<file path="src/hw/efs_consts.vh">
// constants for the efuse fault supervisor
`ifndef EFS_CONSTS_VH
`define EFS_CONSTS_VH

// register byte offsets
`define EFS_OFS_CTRL 8'h00
`define EFS_OFS_STAT 8'h04
`define EFS_OFS_MASK 8'h08
`define EFS_OFS_OTTH 8'h0C
`define EFS_OFS_TEMP 8'h10
`define EFS_OFS_STATE 8'h14
`define EFS_OFS_LOAD_CURRENT_MONITOR 8'h18

// ctrl fields
`define EFS_CTRL_TMDIS 0
`define EFS_CTRL_RETRY 1
`define EFS_CTRL_W 2

// status / mask fields
`define EFS_ST_TRAN 0
`define EFS_ST_SPF 1
`define EFS_ST_TSD 2
`define EFS_ST_CB 3
`define EFS_ST_W 4

// reset values
`define EFS_CTRL_RST 2'h0
`define EFS_MASK_RST 4'hF
`define EFS_OTTH_RST 8'hFF
`define EFS_OTHYS_DEF 8'h0A

// synchronised pin vector layout
`define EFS_PIN_EN 0
`define EFS_PIN_TRAN 1
`define EFS_PIN_FT 2
`define EFS_PIN_LOAD_CURRENT_MONITOR 3
`define EFS_PIN_STARTUP_LIMIT_SENSE 4
`define EFS_PIN_BKP 5
`define EFS_PIN_IRGND 6
`define EFS_PIN_TSD 7
`define EFS_PIN_TCOOL 8
`define EFS_PIN_INRUSH 9
`define EFS_PIN_N 10

// timing
`define EFS_CLK_MHZ 125
`define EFS_RETRY_US 100

`endif

</file>
<file path="src/hw/efs_fault_supervisor.v">
// fault supervisor: single point failure, thermal shutdown, current monitor gating
`include "efs_consts.vh"

// Operation
// - set input transient flag when a supply transient is suppressed from tripping
// - transient mask disable bit stops suppression of transients on fast trip
// - monitor pin above reference (open pin) forces circuit-breaker shutdown
// - backup overcurrent without monitor detection declares latched single point fail
// - single point fail: switch off, fault indicator, status flag, alert
// - start-up sense above reference (open pin) engages current limiting
// - start-up backup overcurrent without limit detection latches single point fail
// - backup overcurrent with no primary detection on either pin is single point fail
// - reference shorted to ground gives limiting or breaker action at any current
// - current monitor output reads zero during inrush, measured value in steady state
// - thermal overload shuts down, then latches off or auto-restarts per retry setting
// - default thermal limit plus host threshold; trip on whichever is reached
// - die temperature conversion result returned by the temperature read register
// - latch-off versus auto-restart follows the restart policy setting
module efs_fault_supervisor #(
   parameter RETRY_CYCLES = `EFS_RETRY_US * `EFS_CLK_MHZ,
   parameter TEMP_W = 8,
   parameter LOAD_CURRENT_MONITOR_W = 12
) (
   input wire hclk,
   input wire hresetn,
   input wire hsel,
   input wire [7:0] haddr,
   input wire [1:0] htrans,
   input wire hwrite,
   input wire [2:0] hsize,
   input wire [31:0] hwdata,
   input wire hready,
   output wire hreadyout,
   output wire hresp,
   output wire [31:0] hrdata,
   input wire enable_pin,
   input wire transient_det,
   input wire fast_trip_raw,
   input wire load_current_monitor_over,
   input wire startup_limit_sense_over,
   input wire backup_overcurrent_level_over,
   input wire limit_reference_grounded,
   input wire thermal_shutdown_hot,
   input wire thermal_shutdown_cool,
   input wire inrush_active,
   input wire temp_adc_valid,
   input wire [TEMP_W-1:0] temp_adc_data,
   input wire [LOAD_CURRENT_MONITOR_W-1:0] load_current_monitor_meas,
   output wire switch_on,
   output wire current_limit_en,
   output wire fast_trip,
   output wire fault_indicator,
   output wire smb_alert_n,
   output wire irq,
   output wire [LOAD_CURRENT_MONITOR_W-1:0] load_current_monitor_out
);

   localparam CNT_W = 24;
   localparam [31:0] RETRY_LAST = RETRY_CYCLES - 1;
   localparam [CNT_W-1:0] RETRY_MAX = RETRY_LAST[CNT_W-1:0];
   localparam [1:0] ST_OFF = 2'h0;
   localparam [1:0] ST_ON = 2'h1;
   localparam [1:0] ST_FAULT = 2'h2;
   localparam [1:0] ST_RETRY = 2'h3;

   // two-stage synchronisers for analog comparator pins
   // only the second stage reads the first, so no metastable level leaks on
   wire [`EFS_PIN_N-1:0] pin_raw;
   reg [`EFS_PIN_N-1:0] pin_meta_reg;
   reg [`EFS_PIN_N-1:0] pin_sync_reg;
   // bit order follows the pin vector layout of the header
   assign pin_raw = {inrush_active, thermal_shutdown_cool, thermal_shutdown_hot,
                     limit_reference_grounded, backup_overcurrent_level_over,
                     startup_limit_sense_over, load_current_monitor_over,
                     fast_trip_raw, transient_det, enable_pin};

   genvar gi;
   generate
      for (gi = 0; gi < `EFS_PIN_N; gi = gi + 1) begin : g_sync
         always @(posedge hclk or negedge hresetn) begin
            if (!hresetn) begin
               pin_meta_reg[gi] <= 1'b0;
               pin_sync_reg[gi] <= 1'b0;
            end else begin
               pin_meta_reg[gi] <= pin_raw[gi];
               pin_sync_reg[gi] <= pin_meta_reg[gi];
            end
         end
      end
   endgenerate

   wire en_s = pin_sync_reg[`EFS_PIN_EN];
   wire tran_s = pin_sync_reg[`EFS_PIN_TRAN];
   wire ft_s = pin_sync_reg[`EFS_PIN_FT];
   wire load_current_monitor_s = pin_sync_reg[`EFS_PIN_LOAD_CURRENT_MONITOR];
   wire startup_limit_sense_s = pin_sync_reg[`EFS_PIN_STARTUP_LIMIT_SENSE];
   wire bkp_s = pin_sync_reg[`EFS_PIN_BKP];
   wire irgnd_s = pin_sync_reg[`EFS_PIN_IRGND];
   wire hot_s = pin_sync_reg[`EFS_PIN_TSD];
   wire cool_s = pin_sync_reg[`EFS_PIN_TCOOL];
   wire inrush_s = pin_sync_reg[`EFS_PIN_INRUSH];

   // registers
   reg [`EFS_CTRL_W-1:0] ctrl_reg;
   reg [`EFS_ST_W-1:0] status_reg;
   reg [`EFS_ST_W-1:0] status_next;
   reg [`EFS_ST_W-1:0] mask_reg;
   reg [TEMP_W-1:0] ot_thr_reg;
   reg [TEMP_W-1:0] temp_reg;
   reg [LOAD_CURRENT_MONITOR_W-1:0] load_current_monitor_reg;
   reg [1:0] state_reg;
   reg [1:0] state_next;
   reg spf_reg;
   reg tsd_reg;
   reg cb_reg;
   // enable as software sees it, one cycle behind the state machine
   reg en_d_reg;
   reg [CNT_W-1:0] retry_cnt_reg;
   reg [CNT_W-1:0] retry_cnt_next;

   wire tmdis = ctrl_reg[`EFS_CTRL_TMDIS];
   wire auto_retry = ctrl_reg[`EFS_CTRL_RETRY];

   // transient suppression of the fast-trip path
   // the flag marks each cycle in which a raw trip was held back
   wire tran_masked = ft_s & tran_s & ~tmdis;
   assign fast_trip = ft_s & ~tran_masked & state_reg == ST_ON;
   wire tran_event = tran_masked;

   // primary detections; a grounded reference means zero threshold
   // open pins read over the reference and so trip like a real overload
   wire load_current_monitor_trip = load_current_monitor_s | irgnd_s;
   wire startup_limit_sense_trip = startup_limit_sense_s | irgnd_s;
   assign current_limit_en = inrush_s & startup_limit_sense_trip & state_reg == ST_ON;
   wire cb_event = ~inrush_s & load_current_monitor_trip & state_reg == ST_ON;

   // backup comparison against whichever primary path applies
   wire spf_ss = ~inrush_s & bkp_s & ~load_current_monitor_s;
   wire spf_su = inrush_s & bkp_s & ~startup_limit_sense_s;
   wire spf_any = bkp_s & ~load_current_monitor_s & ~startup_limit_sense_s & ~ft_s;
   wire spf_event = (spf_ss | spf_su | spf_any) & state_reg == ST_ON;

   // temperature threshold: default hot pin or host threshold, lower wins
   wire ot_hot = temp_reg >= ot_thr_reg;
   wire [TEMP_W:0] thr_ext = {1'b0, ot_thr_reg};
   wire [TEMP_W:0] hys_ext = {1'b0, `EFS_OTHYS_DEF};
   wire [TEMP_W:0] thr_low = thr_ext - hys_ext;
   // a threshold below the hysteresis never reads cool; only enable low then clears the thermal latch
   wire ot_cool = ~thr_low[TEMP_W] & ({1'b0, temp_reg} < thr_low);
   // only a running switch trips: a late trip while leaving a fault would
   // latch in the off state with nothing left to clear it
   wire tsd_event = (hot_s | ot_hot) & state_reg == ST_ON & ~tsd_reg;
   wire temp_ok = cool_s & ot_cool & ~hot_s;

   // restart triggers: enable low or retry timer expiry
   // the counter parks at its last count until the die has cooled
   wire en_low = ~en_s;
   wire retry_done = retry_cnt_reg == RETRY_MAX;

   // control sequence
   always @* begin
      state_next = state_reg;
      retry_cnt_next = retry_cnt_reg;
      case (state_reg)
         ST_OFF: begin
            if (en_s && !spf_reg && !tsd_reg && !cb_reg)
               state_next = ST_ON;
         end
         ST_ON: begin
            if (en_low)
               state_next = ST_OFF;
            else if (spf_event || tsd_event || cb_event) begin
               state_next = ST_FAULT;
               retry_cnt_next = {CNT_W{1'b0}};
            end
         end
         ST_FAULT: begin
            // latch-off policy waits here for the enable pin
            if (en_low)
               state_next = ST_OFF;
            else if (auto_retry)
               state_next = ST_RETRY;
         end
         ST_RETRY: begin
            // a policy change while waiting falls back to latch-off
            if (en_low)
               state_next = ST_OFF;
            else if (!auto_retry)
               state_next = ST_FAULT;
            else if (retry_done) begin
               if (temp_ok || !tsd_reg)
                  state_next = ST_OFF;
            end else
               retry_cnt_next = retry_cnt_reg + {{(CNT_W-1){1'b0}}, 1'b1};
         end
         default: state_next = ST_OFF;
      endcase
   end

   // leaving fault via the off state clears latches
   wire restart = (state_reg == ST_FAULT || state_reg == ST_RETRY) && state_next == ST_OFF;
   wire tsd_clear = restart & (temp_ok | en_low);

   always @(posedge hclk or negedge hresetn) begin
      if (!hresetn) begin
         state_reg <= ST_OFF;
         retry_cnt_reg <= {CNT_W{1'b0}};
         spf_reg <= 1'b0;
         tsd_reg <= 1'b0;
         cb_reg <= 1'b0;
         en_d_reg <= 1'b0;
      end else begin
         state_reg <= state_next;
         retry_cnt_reg <= retry_cnt_next;
         en_d_reg <= en_s;
         // a set wins over a clear in the same cycle
         if (spf_event)
            spf_reg <= 1'b1;
         else if (restart)
            spf_reg <= 1'b0;
         if (tsd_event)
            tsd_reg <= 1'b1;
         else if (tsd_clear)
            tsd_reg <= 1'b0;
         // breaker latch shares the restart path of the other faults
         if (cb_event)
            cb_reg <= 1'b1;
         else if (restart)
            cb_reg <= 1'b0;
      end
   end

   // latched faults hold the switch off
   assign switch_on = state_reg == ST_ON;
   assign fault_indicator = spf_reg | tsd_reg | cb_reg;

   // current monitor gated to zero during inrush
   // gated in the register so the output never shows a half-settled value
   always @(posedge hclk or negedge hresetn) begin
      if (!hresetn)
         load_current_monitor_reg <= {LOAD_CURRENT_MONITOR_W{1'b0}};
      else if (inrush_s)
         load_current_monitor_reg <= {LOAD_CURRENT_MONITOR_W{1'b0}};
      else
         load_current_monitor_reg <= load_current_monitor_meas;
   end
   assign load_current_monitor_out = load_current_monitor_reg;

   // converter result kept for the temperature read
   always @(posedge hclk or negedge hresetn) begin
      if (!hresetn)
         temp_reg <= {TEMP_W{1'b0}};
      else if (temp_adc_valid)
         temp_reg <= temp_adc_data;
   end

   // bus slave: zero wait states, always okay
   // read data registered at the address phase, so the data phase needs no wait
   reg ph_wr_reg;
   reg [7:0] ph_addr_reg;
   reg [31:0] rdata_reg;
   reg [31:0] rd_mux;
   wire acc = hsel & htrans[1] & hready;
   wire rd_acc = acc & ~hwrite;
   wire stat_rd = rd_acc & haddr == `EFS_OFS_STAT;
   // state readback: latches, state code, enable as last sampled
   wire [5:0] state_word = {cb_reg, tsd_reg, spf_reg, state_reg, en_d_reg};

   always @* begin
      rd_mux = 32'h0000_0000;
      case (haddr)
         `EFS_OFS_CTRL: rd_mux[`EFS_CTRL_W-1:0] = ctrl_reg;
         `EFS_OFS_STAT: rd_mux[`EFS_ST_W-1:0] = status_reg;
         `EFS_OFS_MASK: rd_mux[`EFS_ST_W-1:0] = mask_reg;
         `EFS_OFS_OTTH: rd_mux[TEMP_W-1:0] = ot_thr_reg;
         `EFS_OFS_TEMP: rd_mux[TEMP_W-1:0] = temp_reg;
         `EFS_OFS_STATE: rd_mux[5:0] = state_word;
         `EFS_OFS_LOAD_CURRENT_MONITOR: rd_mux[LOAD_CURRENT_MONITOR_W-1:0] = load_current_monitor_reg;
         default: rd_mux = 32'h0000_0000;
      endcase
   end

   always @(posedge hclk or negedge hresetn) begin
      if (!hresetn) begin
         ph_wr_reg <= 1'b0;
         ph_addr_reg <= 8'h00;
         rdata_reg <= 32'h0000_0000;
      end else begin
         ph_wr_reg <= acc & hwrite;
         if (acc)
            ph_addr_reg <= haddr;
         if (rd_acc)
            rdata_reg <= rd_mux;
      end
   end

   // writes land at the data phase edge, while hwdata stands
   wire wr_ctrl = ph_wr_reg & ph_addr_reg == `EFS_OFS_CTRL;
   wire wr_mask = ph_wr_reg & ph_addr_reg == `EFS_OFS_MASK;
   wire wr_otth = ph_wr_reg & ph_addr_reg == `EFS_OFS_OTTH;

   always @(posedge hclk or negedge hresetn) begin
      if (!hresetn) begin
         ctrl_reg <= `EFS_CTRL_RST;
         // mask opens fully so a fault alerts before software runs
         mask_reg <= `EFS_MASK_RST;
         ot_thr_reg <= `EFS_OTTH_RST;
      end else begin
         if (wr_ctrl)
            ctrl_reg <= hwdata[`EFS_CTRL_W-1:0];
         if (wr_mask)
            mask_reg <= hwdata[`EFS_ST_W-1:0];
         if (wr_otth)
            ot_thr_reg <= hwdata[TEMP_W-1:0];
      end
   end

   // sticky status, cleared by a read; a new event wins over the clear
   always @* begin
      status_next = stat_rd ? {`EFS_ST_W{1'b0}} : status_reg;
      if (tran_event)
         status_next[`EFS_ST_TRAN] = 1'b1;
      if (spf_event)
         status_next[`EFS_ST_SPF] = 1'b1;
      if (tsd_event)
         status_next[`EFS_ST_TSD] = 1'b1;
      if (cb_event)
         status_next[`EFS_ST_CB] = 1'b1;
   end

   always @(posedge hclk or negedge hresetn) begin
      if (!hresetn)
         status_reg <= {`EFS_ST_W{1'b0}};
      else
         status_reg <= status_next;
   end

   // level interrupt; the alert pin is its active-low copy
   assign irq = |(status_reg & mask_reg);
   assign smb_alert_n = ~irq;
   assign hreadyout = 1'b1;
   assign hresp = 1'b0;
   assign hrdata = rdata_reg;

endmodule

</file>
<file path="config.mk">
export PLATFORM = sky130hd
export DESIGN_NAME = efs_fault_supervisor
export DESIGN_NICKNAME = d
export VERILOG_FILES = /design/src/hw/efs_fault_supervisor.v
export VERILOG_INCLUDE_DIRS = /design/src /design/src/hw
export SDC_FILE = /design/constraint.sdc
export NUM_CORES = 1
export LEC_CHECK = 0
export ABC_AREA = 0
export BUFFER_PORTS_ARGS = -buffer_cell sky130_fd_sc_hd__buf_4
export CAP_MARGIN = 20
export CORE_ASPECT_RATIO = 0.9
export CORE_MARGIN = 2
export CORE_UTILIZATION = 49
export DETAILED_ROUTE_END_ITERATION = 8
export PLACE_DENSITY = 0.83
export SLEW_MARGIN = 5
export SYNTH_ARGS = -nofsm -noshare
export SYNTH_HDL_FRONTEND = slang
export SYNTH_SLANG_ARGS = --single-unit
export TNS_END_PERCENT = 20
</file>
<file path="constraint.sdc">
create_clock -name hclk -period 2.45 [get_ports hclk]
set_input_delay 0.49 -clock hclk [delete_from_list [all_inputs] [get_ports hclk]]
set_output_delay 0.49 -clock hclk [all_outputs]
set_load 0.02 [all_outputs]
</file>
Yosys cells after proc, flatten, opt, wreduce, memory -nomap -nowiden
Index checks and enable logic that the tools add are counted.
Word-level totals
  input bits: 81
  logic and storage cells: 167
  bits in latches: 0
  register bits: 109
  memory bits (writable): 0
  bits in read-only memories: 0
  memories: 0
  output and inout port bits: 52
Operators by class
  shift operators: 0
  eq/ne operators: 17
  reduce and logical (&&, ||, !) cells: 25
  multiply operators: 0
  muxes and demuxes: 32
  magnitude comparators: 2
  divide/modulo/power cells: 0
  $add $sub $neg: 2
  bitwise gates (word level): 51
Operator list (count)
  $mux 24: 5
  $pmux 24 s2: 1
  $eq 8x4->1 const B: 4
  $and 1x1->1: 30
  $add 24x1->24 const B: 1
  $eq 24x14->1 const B: 1
  $eq 8x5->1 const B: 3
  $mux 2: 9
  $logic_not 8->1: 2
  $pmux 2 s4: 2
  $reduce_bool 2->1: 8
  $pmux 2 s7: 1
  $mux 12: 1
  $not 1->1: 12
  $pmux 2 s6: 1
  $lt 8x9->1: 1
  $mux 1: 9
  $sub 8x4->9 const B: 1
  $eq 8x3->1 const B: 1
  $ge 8x8->1: 1
  $mux 4: 2
  $or 1x1->1: 8
  $ne 2x2->1 const B: 3
  $pmux 2 s3: 1
  10 further kinds: 21

Logic depth before layout (Yosys ltp)
  depth in word-level cells: 16
  mapped depth: 11
  gate-level depth less buffers: 11

Least setup slack after synthesis
OpenSTA, ideal clock, no wires.
  path kind: reg2reg
  start point: reg ot_thr_reg[1]
  end point: reg state_reg[1]
  period minus slack after synthesis: 2.492 ns
  cell stages (with the launch flop): 11
  arrival time: 2.374 ns
  slack: -0.042 ns
  buffers on the path: 0
  data required time: 2.332 ns
  library setup time: 0.118 ns
  path through: dfstp_2 inv_1 ha_1 o2111ai_1 xnor2_1 ha_1 a2111oi_0 o31ai_1 o21ai_0 a21oi_1 a21o_1
Between the ends
  longest elaborated chain between the ends: 11
  elaborated cells on any way between the ends: 20
  those cells by class: add/sub: 1; order compare: 2; mux: 7; bitwise: 7; reduce/logical: 3
RTL lines
  from (decl): RTL line efs_fault_supervisor.v:108  | reg [TEMP_W-1:0] ot_thr_reg;
  from (signal assigned): RTL line efs_fault_supervisor.v:307  | ot_thr_reg <= `EFS_OTTH_RST;
  from (signal assigned): RTL line efs_fault_supervisor.v:314  | ot_thr_reg <= hwdata[TEMP_W-1:0];
  $sub 8x4->9: RTL line efs_fault_supervisor.v:147  | wire [TEMP_W:0] thr_low = thr_ext - hys_ext;
  $lt 8x9->1 / $not 1->1 (equally long branches): RTL line efs_fault_supervisor.v:149  | wire ot_cool = ~thr_low[TEMP_W] & ({1'b0, temp_reg} < thr_low);
  $and 1x1->1: RTL line efs_fault_supervisor.v:149
  $and 1x1->1 (2 in series): RTL line efs_fault_supervisor.v:153  | wire temp_ok = cool_s & ot_cool & ~hot_s;
  $logic_or 1x1->1: RTL line efs_fault_supervisor.v:191  | if (temp_ok || !tsd_reg)
  $mux 2: RTL line efs_fault_supervisor.v:191
  $mux 2: RTL line efs_fault_supervisor.v:190  | else if (retry_done) begin
  $mux 2: RTL line efs_fault_supervisor.v:188  | else if (!auto_retry)
  $mux 2: RTL line efs_fault_supervisor.v:186  | if (en_low)
  $pmux 2 s4 (*): RTL line efs_fault_supervisor.v:164  | case (state_reg)
  named net state_next[1]: RTL line efs_fault_supervisor.v:112  | reg [1:0] state_next;
  to (signal assigned): RTL line efs_fault_supervisor.v:213  | state_reg <= state_next;
  to (decl): RTL line efs_fault_supervisor.v:111  | reg [1:0] state_reg;
Mark *: on every way through the listed nets, which the timed path passes. The rest lies on a longest branch.
A chain may end at the register's enable or synchronous reset.

Final worst setup path
  start point: reg ot_thr_reg[0]
  end point: reg retry_cnt_reg[13]
Between the ends
  longest elaborated chain between the ends: 8
RTL lines
  $ge 8x8->1: RTL line efs_fault_supervisor.v:144  | wire ot_hot = temp_reg >= ot_thr_reg;
  $or 1x1->1: RTL line efs_fault_supervisor.v:152  | wire tsd_event = (hot_s | ot_hot) & state_reg == ST_ON & ~tsd_reg;
  $and 1x1->1 (2 in series): RTL line efs_fault_supervisor.v:152
  $logic_or 1x1->1 (2 in series): RTL line efs_fault_supervisor.v:172  | else if (spf_event || tsd_event || cb_event) begin
  $ne 2x1->1 (no line)
  $reduce_and 6->1 (no line)
  to (signal assigned): RTL line efs_fault_supervisor.v:207  | retry_cnt_reg <= {CNT_W{1'b0}};
  to (signal assigned): RTL line efs_fault_supervisor.v:214  | retry_cnt_reg <= retry_cnt_next;
  to (decl): RTL line efs_fault_supervisor.v:118  | reg [CNT_W-1:0] retry_cnt_reg;
Every way passes these cells.

==> impl_metrics.ini <==
[outcome]
status = finished, violations left
violations = negative setup slack

[finish]
syn2layout_area_growth_pct = 25.0
n_antenna_cell = 0
final_layout_size_suffix_gt1_share_pct = 33.6
largest_register_ffs = 24
final_nets = 724

[global_route]
antenna_found_initial = 0
grt_use_total_pct = 22.9
grt_overflow = 0
grt_pass1_wl_um = 21900
grt_pass1_vias = 4402
grt_max_degree = 67

[route]
drtPass1Iterations = 6
routed_wl_um = 13800
drtAntennaViolNets = 0
drc_errors = 0
wl_per_cell_um = 17.6
drt_iter0_drc = 574
drt-vias-per-instance = 5.83
num_vias = 4563

[floorplanning]
dieWidth_um = 116
die_y_um = 105
start_util_pct = 50.7
die_area_um2 = 12100
rows = 36
ios = 133
coreArea_um2 = 10900

[synthesis]
ys_ff_latch = 109
synthArstFlopShare_pct = 100
syn_inst = 524
ys.flop_type = dfrtp_1
synth_warnings = 0
avgSynthCellArea_um2 = 10.5
yosys-top-cells-area = dfrtp_1 (44%), dfstp_2 (5.7%), mux2_2 (4.9%)
syn_area_um2 = 5530
synth_top_area_cell = dfrtp_1
yosysSeqAreaShare_pct = 49.6
synthTopCellsByCount = dfrtp_1 (97), nand2_1 (52), buf_4 (25), o21ai_0 (25)
synth_cell_types = 65
synth_top_area_share_pct = 43.9
synth_edf_count = 0
synth.most_common_cell = dfrtp_1

[sta]
period_needed_ns = 2.55
fin_ws_ns = -0.104
hold_viol = 0
tns_ns = -0.694
fin_crit_sh_pct = 104
tightest_slew_ns = 0.562
setup_violations = 12
fmax_mhz = 392
drv_slew = 0
relSlewSlack_pct = 62.5
skew_ns = 0.00758
rsz0062_at_grt = true

[cts]
cts_tree = done
cts_sinks = 109
ctsLongestPathBuffers = 2
clk_latency_ns = 0.35
h-tree-depth = 3
ctsHoldBuffers = 0
cts_root_buffer = clkbuf_16
cts_buffers = 9
clk_pin_slew_worst_paths_ns = 0.07

[worst_setup_path]
cp-start-kind = register
worstSetupEndpointType = register
cp_slowest_cell = dfstp_2
critPathRequiredTime_ns = 2.74
path_class = reg -> reg
cpPeakStageDelay_ns = 0.60
worstPathCellList = ha_4 > nand2b_4 > a2111oi_4 > o21ai_2 > o2111ai_2 > buf_12 > or4b_1 > nand2_1
crit_path_max_fanout = 13
cp_data_arrival_time_ns = 2.84

[pwr]
leakagePower_uw = 0.00317
powerDensity_nw_per_um2 = 639
vdd_drop_max_mv = 0.541

[place]
dp_slack_ns = -0.206
port-buffer-count = 82
gp_congestion = 0.919
dp_hpwl_um = 9790

[flow_run]
cap_viol_max_count = 0

[hold_path]
hp-class = in -> async
[layer usage]
layer	wire, µm	global-route usage (%)	vias up	share of wire, %
met5	0	0	-	0
met4	187	4.85	0	1.4
met3	983	5.16	20	7.1
met2	6770	36.1	230	49
met1	5860	32.5	2257	42
li1	-	-	2056	-
[final cells by class]
cell class / count / area (µm²)
clock buffers: 10 / 239
flip-flops and latches: 109 / 2740
clock inverters: 6 / 53.8
fillers: 807 / 3990
repair buffers: 116 / 928
well taps: 152 / 190
inverters: 21 / 78.8
multi-input cells: 369 / 2670
[path summary, 6_finish.rpt]
path,from,endpoint,slack (ns),cells past startpoint
worst max-delay path,ot_thr_reg[0],retry_cnt_reg[13],-0.10,8
worst min-delay path,hresetn,pin_meta_reg[9],0.02,1
worst max register to register,ot_thr_reg[0],retry_cnt_reg[13],-0.10,8
worst min register to register,pin_meta_reg[4],startup_limit_sense_s,0.35,0
max in group asynchronous,hresetn,mask_reg[2],1.76,2
min in group hclk,inrush_active,pin_meta_reg[9],0.24,1
[critical path: cells and delay by family (launching register included)]
family,cells,cell delay (ns)
buffers and inverters,1,0.17
adder cells (fa/ha/maj),1,0.22
AND/OR/NAND/NOR,3,0.67
AO/OA/AOI/OAI,3,0.82
flip-flops,1,0.60
[metrics by stage]
step                      hold WS [ns]  area [µm²]  util, %  power (µW)  instances
after floorplan                  0.194        5600        -        2590        544
after global placement           0.332        6400     58.7        2870        765
after detailed placement         0.335        6400     58.7        2910        765
after CTS                       0.0229        6780     62.2        4370        783
after global routing            0.0196        6910     63.4        4620        783
final                           0.0189        6910     63.4        4410        783
[report_power, final]
group          switching, µW  leakage (µW)  total, µW  internal (µW)
logic                    487       0.00167        894            407
clock network            692      0.000142       1430            736
registers                144       0.00135       2090           1940
total                   1320       0.00317       4410           3090
[cell families (layout without fill, tap and decap cells)]
family          Yosys count  after routing  share of synthesized area [%]
compound gates          115            115                           14.7
xor+xnor                  5              5                          0.792
fa+ha+maj                17             17                           3.85
buf+inv                  66            153                           6.63
flops                   109            109                           49.6
mux                      37             37                           7.47
other cells               2             22                          0.136
simple gates            173            173                           16.8
[cells in the final DEF (no fill, tap or decap), types with 8 or more instances in the layout]
cell       Yosys  routed
nand2b_1      11      11
ha_1          17      12
mux2_2        24      24
dfrtp_1       97      97
nor2b_1       16      16
mux2i_1       12      12
buf_4         25     110
nor3_1        12      12
inv_1         20      15
o21ai_0       25      23
dfstp_2       12      12
o211ai_1       8       8
clkbuf_16      0       9
o31ai_1        9       8
conb_1         2      22
nor2_1        24      24
nand2_1       52      50
a21oi_1       22      16
nand3_1       13      13
[what timing repair did]
action	in CTS	in global routing
pin swaps	9	26
setup endpoints to repair	28	28
setup buffers	2	0
gates resized for setup	9	29
Note: power is estimated with default switching activity, not from simulation.
